## src/include/smbus_read_pkg.sv

```systemverilog
/*
  constants for the smbus read path: register offsets, config bit positions,
  bus codes and timeout figures. assumes a 100 MHz core clock.
*/
package smbus_read_pkg;
  // ----------------------------------------------------------------
  // registers and fields
  // ----------------------------------------------------------------
  localparam logic [7:0] BUS_TIMEOUT_CONFIG_OFFSET = 8'h03;
  localparam logic [7:0] BUS_TIMEOUT_CONFIG_RESET = 8'h00;
  localparam int SCL_TIMEOUT_BIT = 1;
  localparam int SDA_TIMEOUT_BIT = 2;
  localparam logic [7:0] BLOCK_LEN_OFFSET = 8'h04;
  localparam logic [7:0] BLOCK_LEN_RESET = 8'h20;
  localparam logic [7:0] BLOCK_LEN_MAX = 8'h20;
  localparam logic [7:0] POINTER_RESET = 8'h00;
  // ----------------------------------------------------------------
  // bus codes
  // ----------------------------------------------------------------
  localparam logic [7:0] BLOCK_READ_CMD = 8'hA1;
  localparam logic [6:0] ALERT_RESPONSE_ADDR = 7'h0C;
  localparam logic [7:0] CRC_POLY = 8'h07;
  localparam logic [7:0] CRC_INIT = 8'h00;
  // ----------------------------------------------------------------
  // timing
  // ----------------------------------------------------------------
  localparam int CLK_FREQ_HZ = 100_000_000;
  localparam int TIMEOUT_MS = 25;
  localparam int TIMEOUT_CYCLES = TIMEOUT_MS * (CLK_FREQ_HZ / 1000);
  // ----------------------------------------------------------------
  // transfer states, gray along the usual path
  // ----------------------------------------------------------------
  typedef enum logic [2:0] {
    ST_IDLE = 3'b000,
    ST_ADDR = 3'b001,
    ST_ADDR_ACK = 3'b011,
    ST_WRITE = 3'b010,
    ST_WRITE_ACK = 3'b110,
    ST_READ = 3'b111,
    ST_READ_ACK = 3'b101,
    ST_IGNORE = 3'b100
  } xfer_state_t;
endpackage

```

## src/core/smbus_read_alert_timeout.sv

```systemverilog
/*
  smbus slave read path: receive byte, block read with pec, alert response
  and bus timeout. scl/sda come from pins and are synchronised to clk here;
  the register array is a local stand-in for the monitor's data registers.
*/
// Overview of operation
// - read without command returns pointed register byte
// - command 0xA1 after write arms block read
// - block read sends byte count first
// - pec byte follows last data byte
// - pec is crc-8 polynomial 0x07
// - alert active: answer alert address with own address
// - lose arbitration during alert response read
// - alert released only when cause gone
// - 25 ms idle with timeout: release bus
// - config 0x03 bit 1 enables scl timeout
// - config 0x03 bit 2 enables sda timeout
// - first write byte loads register pointer, unless it is 0xA1
`timescale 1ns/1ps
module smbus_read_alert_timeout
  import smbus_read_pkg::*;
#(
  parameter int TIMEOUT_LIMIT = TIMEOUT_CYCLES,
  parameter logic [6:0] OWN_ADDR = 7'h5C // arbitrary value
) (
  // clock and reset
  input wire logic clk,
  input wire logic rst,
  // smbus pins
  input wire logic sclIn,
  output logic sclOut,
  output logic sclOe,
  input wire logic sdaIn,
  output logic sdaOut,
  output logic sdaOe,
  // alert
  input wire logic alertCause,
  output logic alertOut,
  output logic alertOe,
  // status
  output logic [7:0] pointer,
  output logic timeoutEvent
);
  // ----------------------------------------------------------------
  // crc helper
  // ----------------------------------------------------------------
  function automatic logic [7:0] crcByte(input logic [7:0] c, input logic [7:0] d);
    logic [7:0] r;
    r = c ^ d;
    for (int i = 0; i < 8; i++) begin
      r = r[7] ? ((r << 1) ^ CRC_POLY) : (r << 1);
    end
    return r;
  endfunction

  // ----------------------------------------------------------------
  // pin synchronisers and edge detect
  // ----------------------------------------------------------------
  logic [1:0] sclSync_reg, sdaSync_reg;
  logic sclLast_reg, sdaLast_reg;
  always_ff @(posedge clk or posedge rst) begin
    if (rst) begin
      sclSync_reg <= 2'b11;
      sdaSync_reg <= 2'b11;
      sclLast_reg <= 1'b1;
      sdaLast_reg <= 1'b1;
    end else begin
      sclSync_reg <= {sclSync_reg[0], sclIn};
      sdaSync_reg <= {sdaSync_reg[0], sdaIn};
      sclLast_reg <= sclSync_reg[1];
      sdaLast_reg <= sdaSync_reg[1];
    end
  end
  logic scl, sda, sclRise, sclFall, startCond, stopCond;
  assign scl = sclSync_reg[1];
  assign sda = sdaSync_reg[1];
  assign sclRise = scl & ~sclLast_reg;
  assign sclFall = ~scl & sclLast_reg;
  assign startCond = scl & sclLast_reg & sdaLast_reg & ~sda;
  assign stopCond = scl & sclLast_reg & ~sdaLast_reg & sda;

  // ----------------------------------------------------------------
  // state
  // ----------------------------------------------------------------
  xfer_state_t state_reg, state_next;
  logic [2:0] bitCnt_reg, bitCnt_next;
  logic [7:0] shift_reg, shift_next;
  logic [7:0] pointer_reg, pointer_next;
  logic [7:0] config_reg, config_next;
  logic [7:0] blockLen_reg, blockLen_next;
  logic [7:0] crc_reg, crc_next;
  logic [5:0] remain_reg, remain_next;
  logic armed_reg, armed_next;
  logic [1:0] wrIdx_reg, wrIdx_next;
  logic isRead_reg, isRead_next;
  logic ara_reg, ara_next;
  logic inBlock_reg, inBlock_next;
  logic sendPec_reg, sendPec_next;
  logic sdaDrive_reg, sdaDrive_next;
  logic skipFall_reg, skipFall_next;
  logic [31:0] idle_reg, idle_next;
  logic timeout_reg, timeout_next;
  logic [7:0] regs [256];
  logic regWr;
  logic [7:0] regWrData;

  // register array stand-in; block length and config are held in their own registers, not in it
  always_ff @(posedge clk) begin
    if (regWr) begin
      regs[pointer_reg] <= regWrData;
    end
  end

  // byte to send for a given read slot
  logic [7:0] txByte;
  always_comb begin
    if (ara_reg) begin
      txByte = {OWN_ADDR, 1'b1};
    end else if (sendPec_reg) begin
      txByte = crc_reg;
    end else if (inBlock_reg && remain_reg == 6'(blockLen_reg) + 6'd1) begin
      txByte = blockLen_reg;
    end else if (pointer_reg == BUS_TIMEOUT_CONFIG_OFFSET) begin
      txByte = config_reg;
    end else if (pointer_reg == BLOCK_LEN_OFFSET) begin
      txByte = blockLen_reg;
    end else begin
      txByte = regs[pointer_reg];
    end
  end

  always_comb begin
    state_next = state_reg;
    bitCnt_next = bitCnt_reg;
    shift_next = shift_reg;
    pointer_next = pointer_reg;
    config_next = config_reg;
    blockLen_next = blockLen_reg;
    crc_next = crc_reg;
    remain_next = remain_reg;
    armed_next = armed_reg;
    wrIdx_next = wrIdx_reg;
    isRead_next = isRead_reg;
    ara_next = ara_reg;
    inBlock_next = inBlock_reg;
    sendPec_next = sendPec_reg;
    sdaDrive_next = sdaDrive_reg;
    skipFall_next = skipFall_reg;
    regWr = 1'b0;
    regWrData = shift_reg;
    timeout_next = 1'b0;
    // idle counter: restarts on any scl edge or sda change, enabled or not, and while idle
    if ((sclRise | sclFall) | (sda ^ sdaLast_reg) | state_reg == ST_IDLE) begin
      idle_next = '0;
    end else begin
      idle_next = idle_reg + 32'd1;
    end
    if (startCond) begin
      state_next = ST_ADDR;
      bitCnt_next = 3'd7;
      sdaDrive_next = 1'b0;
      skipFall_next = 1'b1;
      if (!armed_reg) begin
        crc_next = CRC_INIT;
      end
    end else if (stopCond) begin
      state_next = ST_IDLE;
      sdaDrive_next = 1'b0;
      armed_next = 1'b0;
    end else if (idle_reg >= 32'(TIMEOUT_LIMIT)
                 && ((config_reg[SCL_TIMEOUT_BIT] && !scl) || (config_reg[SDA_TIMEOUT_BIT] && !sda))) begin
      state_next = ST_IDLE;
      sdaDrive_next = 1'b0;
      armed_next = 1'b0;
      timeout_next = 1'b1;
    end else begin
      case (state_reg)
        ST_ADDR, ST_WRITE: begin
          if (sclRise) begin
            shift_next = {shift_reg[6:0], sda};
          end
          // the fall that closes a start carries no bit
          if (sclFall && skipFall_reg) begin
            skipFall_next = 1'b0;
          end else if (sclFall) begin
            if (bitCnt_reg == 3'd0) begin
              if (state_reg == ST_ADDR) begin
                if (shift_reg[7:1] == OWN_ADDR) begin
                  sdaDrive_next = 1'b1;
                  isRead_next = shift_reg[0];
                  ara_next = 1'b0;
                  crc_next = crcByte(crc_reg, shift_reg);
                  state_next = ST_ADDR_ACK;
                  inBlock_next = shift_reg[0] & armed_reg;
                  remain_next = 6'(blockLen_reg) + 6'd1;
                  wrIdx_next = 2'd0;
                end else if (shift_reg == {ALERT_RESPONSE_ADDR, 1'b1} && alertOe) begin
                  sdaDrive_next = 1'b1;
                  isRead_next = 1'b1;
                  ara_next = 1'b1;
                  inBlock_next = 1'b0;
                  state_next = ST_ADDR_ACK;
                end else begin
                  state_next = ST_IGNORE;
                end
              end else begin
                sdaDrive_next = 1'b1;
                crc_next = crcByte(crc_reg, shift_reg);
                state_next = ST_WRITE_ACK;
                if (wrIdx_reg == 2'd0 && shift_reg == BLOCK_READ_CMD) begin
                  armed_next = 1'b1;
                end else if (wrIdx_reg == 2'd0) begin
                  pointer_next = shift_reg;
                  armed_next = 1'b0;
                end else if (pointer_reg == BUS_TIMEOUT_CONFIG_OFFSET) begin
                  config_next = shift_reg;
                end else if (pointer_reg == BLOCK_LEN_OFFSET) begin
                  blockLen_next = (shift_reg > BLOCK_LEN_MAX) ? BLOCK_LEN_MAX : shift_reg;
                end else begin
                  regWr = 1'b1;
                end
                if (wrIdx_reg != 2'd3) begin
                  wrIdx_next = wrIdx_reg + 2'd1;
                end
              end
            end else begin
              bitCnt_next = bitCnt_reg - 3'd1;
            end
          end
        end
        ST_ADDR_ACK, ST_WRITE_ACK: begin
          if (sclFall) begin
            bitCnt_next = 3'd7;
            if (isRead_reg) begin
              state_next = ST_READ;
              shift_next = txByte;
              sdaDrive_next = ~txByte[7];
            end else begin
              state_next = ST_WRITE;
              sdaDrive_next = 1'b0;
            end
          end
        end
        ST_READ: begin
          if (sclRise && sda != shift_reg[bitCnt_reg]) begin
            state_next = ST_IGNORE;
            sdaDrive_next = 1'b0;
          end else if (sclFall) begin
            if (bitCnt_reg == 3'd0) begin
              sdaDrive_next = 1'b0;
              state_next = ST_READ_ACK;
              crc_next = crcByte(crc_reg, shift_reg);
              if (inBlock_reg && !sendPec_reg) begin
                if (remain_reg != 6'(blockLen_reg) + 6'd1) begin
                  pointer_next = pointer_reg + 8'd1;
                end
                remain_next = remain_reg - 6'd1;
                sendPec_next = (remain_reg == 6'd1);
              end
            end else begin
              bitCnt_next = bitCnt_reg - 3'd1;
              sdaDrive_next = ~shift_reg[bitCnt_reg - 3'd1];
            end
          end
        end
        ST_READ_ACK: begin
          if (sclRise) begin
            if (sda) begin
              state_next = ST_IGNORE;
              sendPec_next = 1'b0;
              inBlock_next = 1'b0;
            end
          end else if (sclFall) begin
            bitCnt_next = 3'd7;
            state_next = ST_READ;
            shift_next = txByte;
            sdaDrive_next = ~txByte[7];
          end
        end
        ST_IGNORE: begin
          sdaDrive_next = 1'b0;
        end
        default: begin
          state_next = ST_IDLE;
        end
      endcase
    end
  end

  always_ff @(posedge clk or posedge rst) begin
    if (rst) begin
      state_reg <= ST_IDLE;
      bitCnt_reg <= 3'd7;
      shift_reg <= 8'h00;
      pointer_reg <= POINTER_RESET;
      config_reg <= BUS_TIMEOUT_CONFIG_RESET;
      blockLen_reg <= BLOCK_LEN_RESET;
      crc_reg <= CRC_INIT;
      remain_reg <= 6'd0;
      armed_reg <= 1'b0;
      wrIdx_reg <= 2'd0;
      isRead_reg <= 1'b0;
      ara_reg <= 1'b0;
      inBlock_reg <= 1'b0;
      sendPec_reg <= 1'b0;
      sdaDrive_reg <= 1'b0;
      skipFall_reg <= 1'b0;
      idle_reg <= 32'd0;
      timeout_reg <= 1'b0;
    end else begin
      state_reg <= state_next;
      bitCnt_reg <= bitCnt_next;
      shift_reg <= shift_next;
      pointer_reg <= pointer_next;
      config_reg <= config_next;
      blockLen_reg <= blockLen_next;
      crc_reg <= crc_next;
      remain_reg <= remain_next;
      armed_reg <= armed_next;
      wrIdx_reg <= wrIdx_next;
      isRead_reg <= isRead_next;
      ara_reg <= ara_next;
      inBlock_reg <= inBlock_next;
      sendPec_reg <= sendPec_next;
      sdaDrive_reg <= sdaDrive_next;
      skipFall_reg <= skipFall_next;
      idle_reg <= idle_next;
      timeout_reg <= timeout_next;
    end
  end

  // ----------------------------------------------------------------
  // outputs; alert follows its cause, so it clears only once cause is gone
  // ----------------------------------------------------------------
  assign sdaOut = 1'b0;
  assign sdaOe = sdaDrive_reg;
  assign sclOut = 1'b0;
  assign sclOe = 1'b0;
  assign alertOut = 1'b0;
  assign alertOe = alertCause;
  assign pointer = pointer_reg;
  assign timeoutEvent = timeout_reg;

  // ----------------------------------------------------------------
  // checks
  // ----------------------------------------------------------------
  a_timeout_release: assert property (@(posedge clk) disable iff (rst) timeoutEvent |-> !sdaOe)
    else $error("sda held after timeout");
  a_cfg_gates_timeout: assert property (@(posedge clk) disable iff (rst)
    timeoutEvent |-> $past(config_reg[SCL_TIMEOUT_BIT] | config_reg[SDA_TIMEOUT_BIT]))
    else $error("timeout while disabled");
  a_alert_follow: assert property (@(posedge clk) disable iff (rst) alertOe == alertCause)
    else $error("alert not following cause");
  a_arb_loss: assert property (@(posedge clk) disable iff (rst)
    (state_reg == ST_READ && sclRise && sda != shift_reg[bitCnt_reg]) |=> state_reg == ST_IGNORE)
    else $error("arbitration loss ignored");
  a_ara_gated: assert property (@(posedge clk) disable iff (rst) $rose(ara_reg) |-> $past(alertOe))
    else $error("alert address answered without alert");
  a_ptr_step: assert property (@(posedge clk) disable iff (rst)
    (state_reg == ST_READ && sclFall && bitCnt_reg == 3'd0 && inBlock_reg && !sendPec_reg && !startCond
     && !stopCond && remain_reg != 6'(blockLen_reg) + 6'd1 && !timeout_next) |=> pointer == $past(pointer) + 8'd1)
    else $error("pointer not advanced in block");
endmodule // smbus_read_alert_timeout

```

## config.mk

```make
export PLATFORM = sky130hd
export DESIGN_NAME = smbus_read_alert_timeout
export DESIGN_NICKNAME = d
export VERILOG_FILES = /design/src/include/smbus_read_pkg.sv /design/src/core/smbus_read_alert_timeout.sv
export SDC_FILE = /design/constraint.sdc
export NUM_CORES = 2
export LEC_CHECK = 0
export ABC_CLOCK_PERIOD_IN_PS = 12150
export BUFFER_PORTS_ARGS = -buffer_cell sky130_fd_sc_hd__buf_2
export CAP_MARGIN = 20
export CORE_ASPECT_RATIO = 0.75
export CORE_MARGIN = 5
export CORE_UTILIZATION = 32
export DETAILED_ROUTE_END_ITERATION = 16
export GPL_TIMING_DRIVEN = 0
export SLEW_MARGIN = 10
export SYNTH_ARGS = -nofsm -noshare
export SYNTH_HDL_FRONTEND = slang
export SYNTH_SLANG_ARGS = --single-unit
```

## constraint.sdc

```tcl
create_clock -name clk -period 12.15 [get_ports clk]
set_clock_uncertainty 0.05 [all_clocks]
set_input_delay 1.215 -clock clk [delete_from_list [all_inputs] [get_ports clk]]
set_output_delay 1.215 -clock clk [all_outputs]
set_load 0.1 [all_outputs]
```

==> insert_results.sql <==
INSERT INTO impl_metrics (metric_group, metric, value, unit) VALUES
('status', 'outcome', 'finished, final reports clean', ''),
('sta', 'timing.setup.tns', '0', 'ns'),
('pwr', 'pwr-share-comb', '38.7', '%'),
('critical_path', 'setup.worst_path.start_class', 'flop', ''),
('final_layout', 'final-seq-area', '64040', 'um^2'),
('final_layout', 'final_cell_area', '98940', 'um^2'),
('detailed_routing', 'first_pass_iters', '10', ''),
('synthesis', 'synth_top_flop_cell', 'sky130_fd_sc_hd__edfxtp_1', ''),
('pwr', 'power.density_cell_area', '264.9', 'nW/um^2'),
('critical_path', 'cp-startpoint', 'pointer[0]', ''),
('final_layout', 'finalNonFillerCells', '8399', ''),
('critical_path', 'critical_path_class', 'reg2reg', ''),
('critical_path', 'worst-endpoint-required', '12.55', 'ns'),
('pwr', 'power.leakage', '30.99', 'nW'),
('sta', 'drv_slew', '0', ''),
('synthesis', 'ys_seq_area_share', '74.35', '%'),
('cts', 'postCtsSetupRepairBufs', '0', ''),
('sta', 'hold_violation_count_in_the_final_report', '0', ''),
('floorplan', 'floorplan.io_pins', '20', ''),
('floorplan', 'die_outline_width', '608.9', 'um'),
('pwr', 'power.switching', '10.60', 'mW'),
('pwr', 'ir_worst_vdd', '0.1673', 'mV'),
('pwr', 'internal_power', '15.60', 'mW'),
('detailed_routing', 'final_antenna_net_count', '0', ''),
('critical_path', 'r2r-start', 'pointer[0]', ''),
('detailed_routing', 'drc_errors', '0', ''),
('final_layout', 'nets', '4663', ''),
('critical_path', 'regToRegEndpoint', 'regs[101][6]', ''),
('sta', 'worst_slew_pin_slew', '1.389', 'ns'),
('placed_design', 'numPlacedInstances', '7991', ''),
('global_route', 'grtUsageTotal', '24.01', '%'),
('detailed_routing', 'finalWirelength', '344.8', 'mm'),
('synthesis', 'synth.top_cells.by_area', 'sky130_fd_sc_hd__edfxtp_1, sky130_fd_sc_hd__mux4_2, sky130_fd_sc_hd__dfrtp_1, sky130_fd_sc_hd__nor2_1, sky130_fd_sc_hd__mux2i_1', ''),
('synthesis', 'share_of_synthesized_area_spent_on_multiplexers', '15.90', '%'),
('synthesis', 'synth_enable_flop_cells', '2048', ''),
('placed_design', 'placement.io_buffers', '15', ''),
('pwr', 'power.clock.fraction', '25.1', '%'),
('floorplan', 'core_area', '267000', 'um^2'),
('final_layout', 'flow.area_growth_from_synthesis', '14.92', '%'),
('synthesis', 'async_reset_ff_share', '4.655', '%'),
('detailed_routing', 'detail_route.vias_per_cell', '6.082', ''),
('cts', 'clockBufferDepth', '4', ''),
('cts', 'clk-insertion-delay-late', '0.88', 'ns'),
('synthesis', 'compound_gate_portion_of_the_synthesized_area', '2.795', '%'),
('critical_path', 'path_cells', 'buf_6, buf_6, buf_6, buf_6, buf_6, inv_1, buf_2, buf_4, buf_2, ha_1, and3_1, clkbuf_1, nor2_1, nand2_1, nor4b_4, buf_2, nand3_1, clkbuf_2, nor2_1', ''),
('critical_path', 'depth_of_the_most_critical_reg_to_reg_path', '19', ''),
('critical_path', 'slowest_delay', '1.00', 'ns'),
('critical_path', 'r2r_slack', '2.91', 'ns'),
('global_route', 'via_count_of_the_first_global_routing_pass', '46850', ''),
('critical_path', 'critical-path-slowest-cell', 'sky130_fd_sc_hd__nand3_1', ''),
('critical_path', 'timing.critical_path.arrival', '9.63', 'ns'),
('cts', 'clk_root_buffer_cell', 'sky130_fd_sc_hd__clkbuf_16', ''),
('cts', 'cts_repair_resize_count', '0', ''),
('sta', 'final.period_utilization', '76.02', '%'),
('synthesis', 'post_synth_most_frequent_cells', 'sky130_fd_sc_hd__edfxtp_1, sky130_fd_sc_hd__mux4_2, sky130_fd_sc_hd__nor2_1', ''),
('floorplan', 'dieArea', '279600', 'um^2'),
('synthesis', 'area_leader_netlist', 'sky130_fd_sc_hd__edfxtp_1', ''),
('flow_run', 'max_capacitance_violation_total', '0', ''),
('synthesis', 'synthSimpleGateAreaFrac', '4.130', '%'),
('critical_path', 'worstPathBufferInverterCount', '12', ''),
('global_route', 'grt_pass1_wl', '448.6', 'mm'),
('sta', 'timing.final.crit_period', '9.236', 'ns'),
('synthesis', 'yosys_warnings', '0', ''),
('critical_path', 'family_of_cells_with_the_greatest_summed_delay_on_the_critical_path', 'buffers and inverters', ''),
('final_layout', 'drive_gt1_share', '24.00', '%'),
('final_layout', 'multi_input_comb_area', '20510', 'um^2'),
('pwr', 'sequentialPowerShare', '36.1', '%'),
('cts', 'cts_made_buffers', '207', ''),
('synthesis', 'synth.most_common_cell', 'sky130_fd_sc_hd__edfxtp_1', ''),
('final_layout', 'largest_register_ff_count', '2048', ''),
('detailed_routing', 'detailedRoute.firstIterationViolations', '10500', '');
[worst reg2reg max path: cells and delay by family (launching register included)]
| family | cells | cell delay [ns] |
|---|---|---|
| adder cells (fa/ha/maj) | 1 | 0.44 |
| buffers and inverters | 12 | 4.70 |
| flip-flops | 1 | 0.53 |
| AND/OR/NAND/NOR | 6 | 3.09 |
[power by group through the flow]
stage / Clock [mW] / Sequential [mW] / Combinational (mW)
global route: 6.89 / 9.47 / 9.95
detailed placement: 0 / 9.61 / 9.54
CTS: 6.57 / 9.45 / 9.56
floorplan: 0 / 10.2 / 3.84
finish: 6.59 / 9.47 / 10.2
global placement: 0 / 10.9 / 8.32
[routing by layer]
| metal | share of wire, % | up-vias | GRT usage, % |
|---|---|---|---|
| met2 | 39 | 4795 | 31.11 |
| met3 | 18 | 830 | 13.27 |
| li1 | - | 18440 | - |
| met1 | 37 | 26990 | 32.59 |
| met4 | 5.4 | 24 | 10.52 |
| met5 | 0.14 | - | 0.8114 |
[metrics by stage]
| step | hold slack, ns | worst slack, ns | utilization (%) | total power [mW] |
|---|---|---|---|---|
| global placement | 0.2980 | 1.180 | 33.98 | 19.22 |
| finish | 0.2377 | 2.914 | 37.06 | 26.21 |
| floorplan | 0.2952 | 6.426 | - | 14.01 |
| global route | 0.2273 | 3.266 | 37.04 | 26.31 |
| CTS | 0.1980 | 3.428 | 36.99 | 25.58 |
| detailed placement | 0.3072 | 3.492 | 34.50 | 19.15 |
[cells by family (layout without fill, tap and decap cells)]
kind of cell / Yosys count / count (layout)
buf+inv: 306 / 772
compound gates: 351 / 351
other cells: 1 / 41
simple gates: 786 / 786
fa+ha+maj: 17 / 17
mux: 654 / 654
xor+xnor: 61 / 61
flops: 2148 / 2148
[cell usage in the layout, fill, tap and decap left out, types with 23 or more instances in the layout]
cell type                   count
sky130_fd_sc_hd__mux2i_1       77
sky130_fd_sc_hd__a21oi_1       79
sky130_fd_sc_hd__xor2_1        31
sky130_fd_sc_hd__clkbuf_16    207
sky130_fd_sc_hd__dfrtp_1       82
sky130_fd_sc_hd__o21ai_0       47
sky130_fd_sc_hd__nor2b_1       23
sky130_fd_sc_hd__mux4_2       533
sky130_fd_sc_hd__buf_4         38
sky130_fd_sc_hd__edfxtp_1    2048
sky130_fd_sc_hd__mux4_1        28
sky130_fd_sc_hd__clkbuf_2      39
sky130_fd_sc_hd__buf_16        27
sky130_fd_sc_hd__a22oi_1       41
sky130_fd_sc_hd__xnor2_1       29
sky130_fd_sc_hd__buf_6         35
sky130_fd_sc_hd__nor2_1       361
sky130_fd_sc_hd__a31oi_1       28
sky130_fd_sc_hd__nand4_1       28
sky130_fd_sc_hd__inv_1         35
sky130_fd_sc_hd__nor3_1        36
sky130_fd_sc_hd__clkinv_2      42
sky130_fd_sc_hd__nand2_1      155
sky130_fd_sc_hd__clkbuf_1     117
sky130_fd_sc_hd__nand3_1       79
sky130_fd_sc_hd__buf_2         91
sky130_fd_sc_hd__bufinv_16     24
sky130_fd_sc_hd__clkinv_1      48
[how the worst max path moves through the flow]
stage	slack (ns)	end	cells past startpoint
3_5_place_dp	3.49	regs[70][4]	19
2_1_floorplan	6.43	pointer[0]	9
4_1_cts	3.43	regs[104][6]	19
5_1_grt	3.27	regs[101][6]	19
6_report	2.91	regs[101][6]	19
3_3_place_gp	1.18	crc_reg[2]	7
[cell type report]
class	instances	share of cell area, %
sequential	2148	64.73
multi-input combinational	1889	20.73
clock buffer	239	5.357
tap	3569	4.513
buffer	269	1.607
timing repair buffer	89	1.480
clock inverter	138	1.383
inverter	37	0.1454
antenna	21	0.05311
Power figures use the tool's default switching activity.
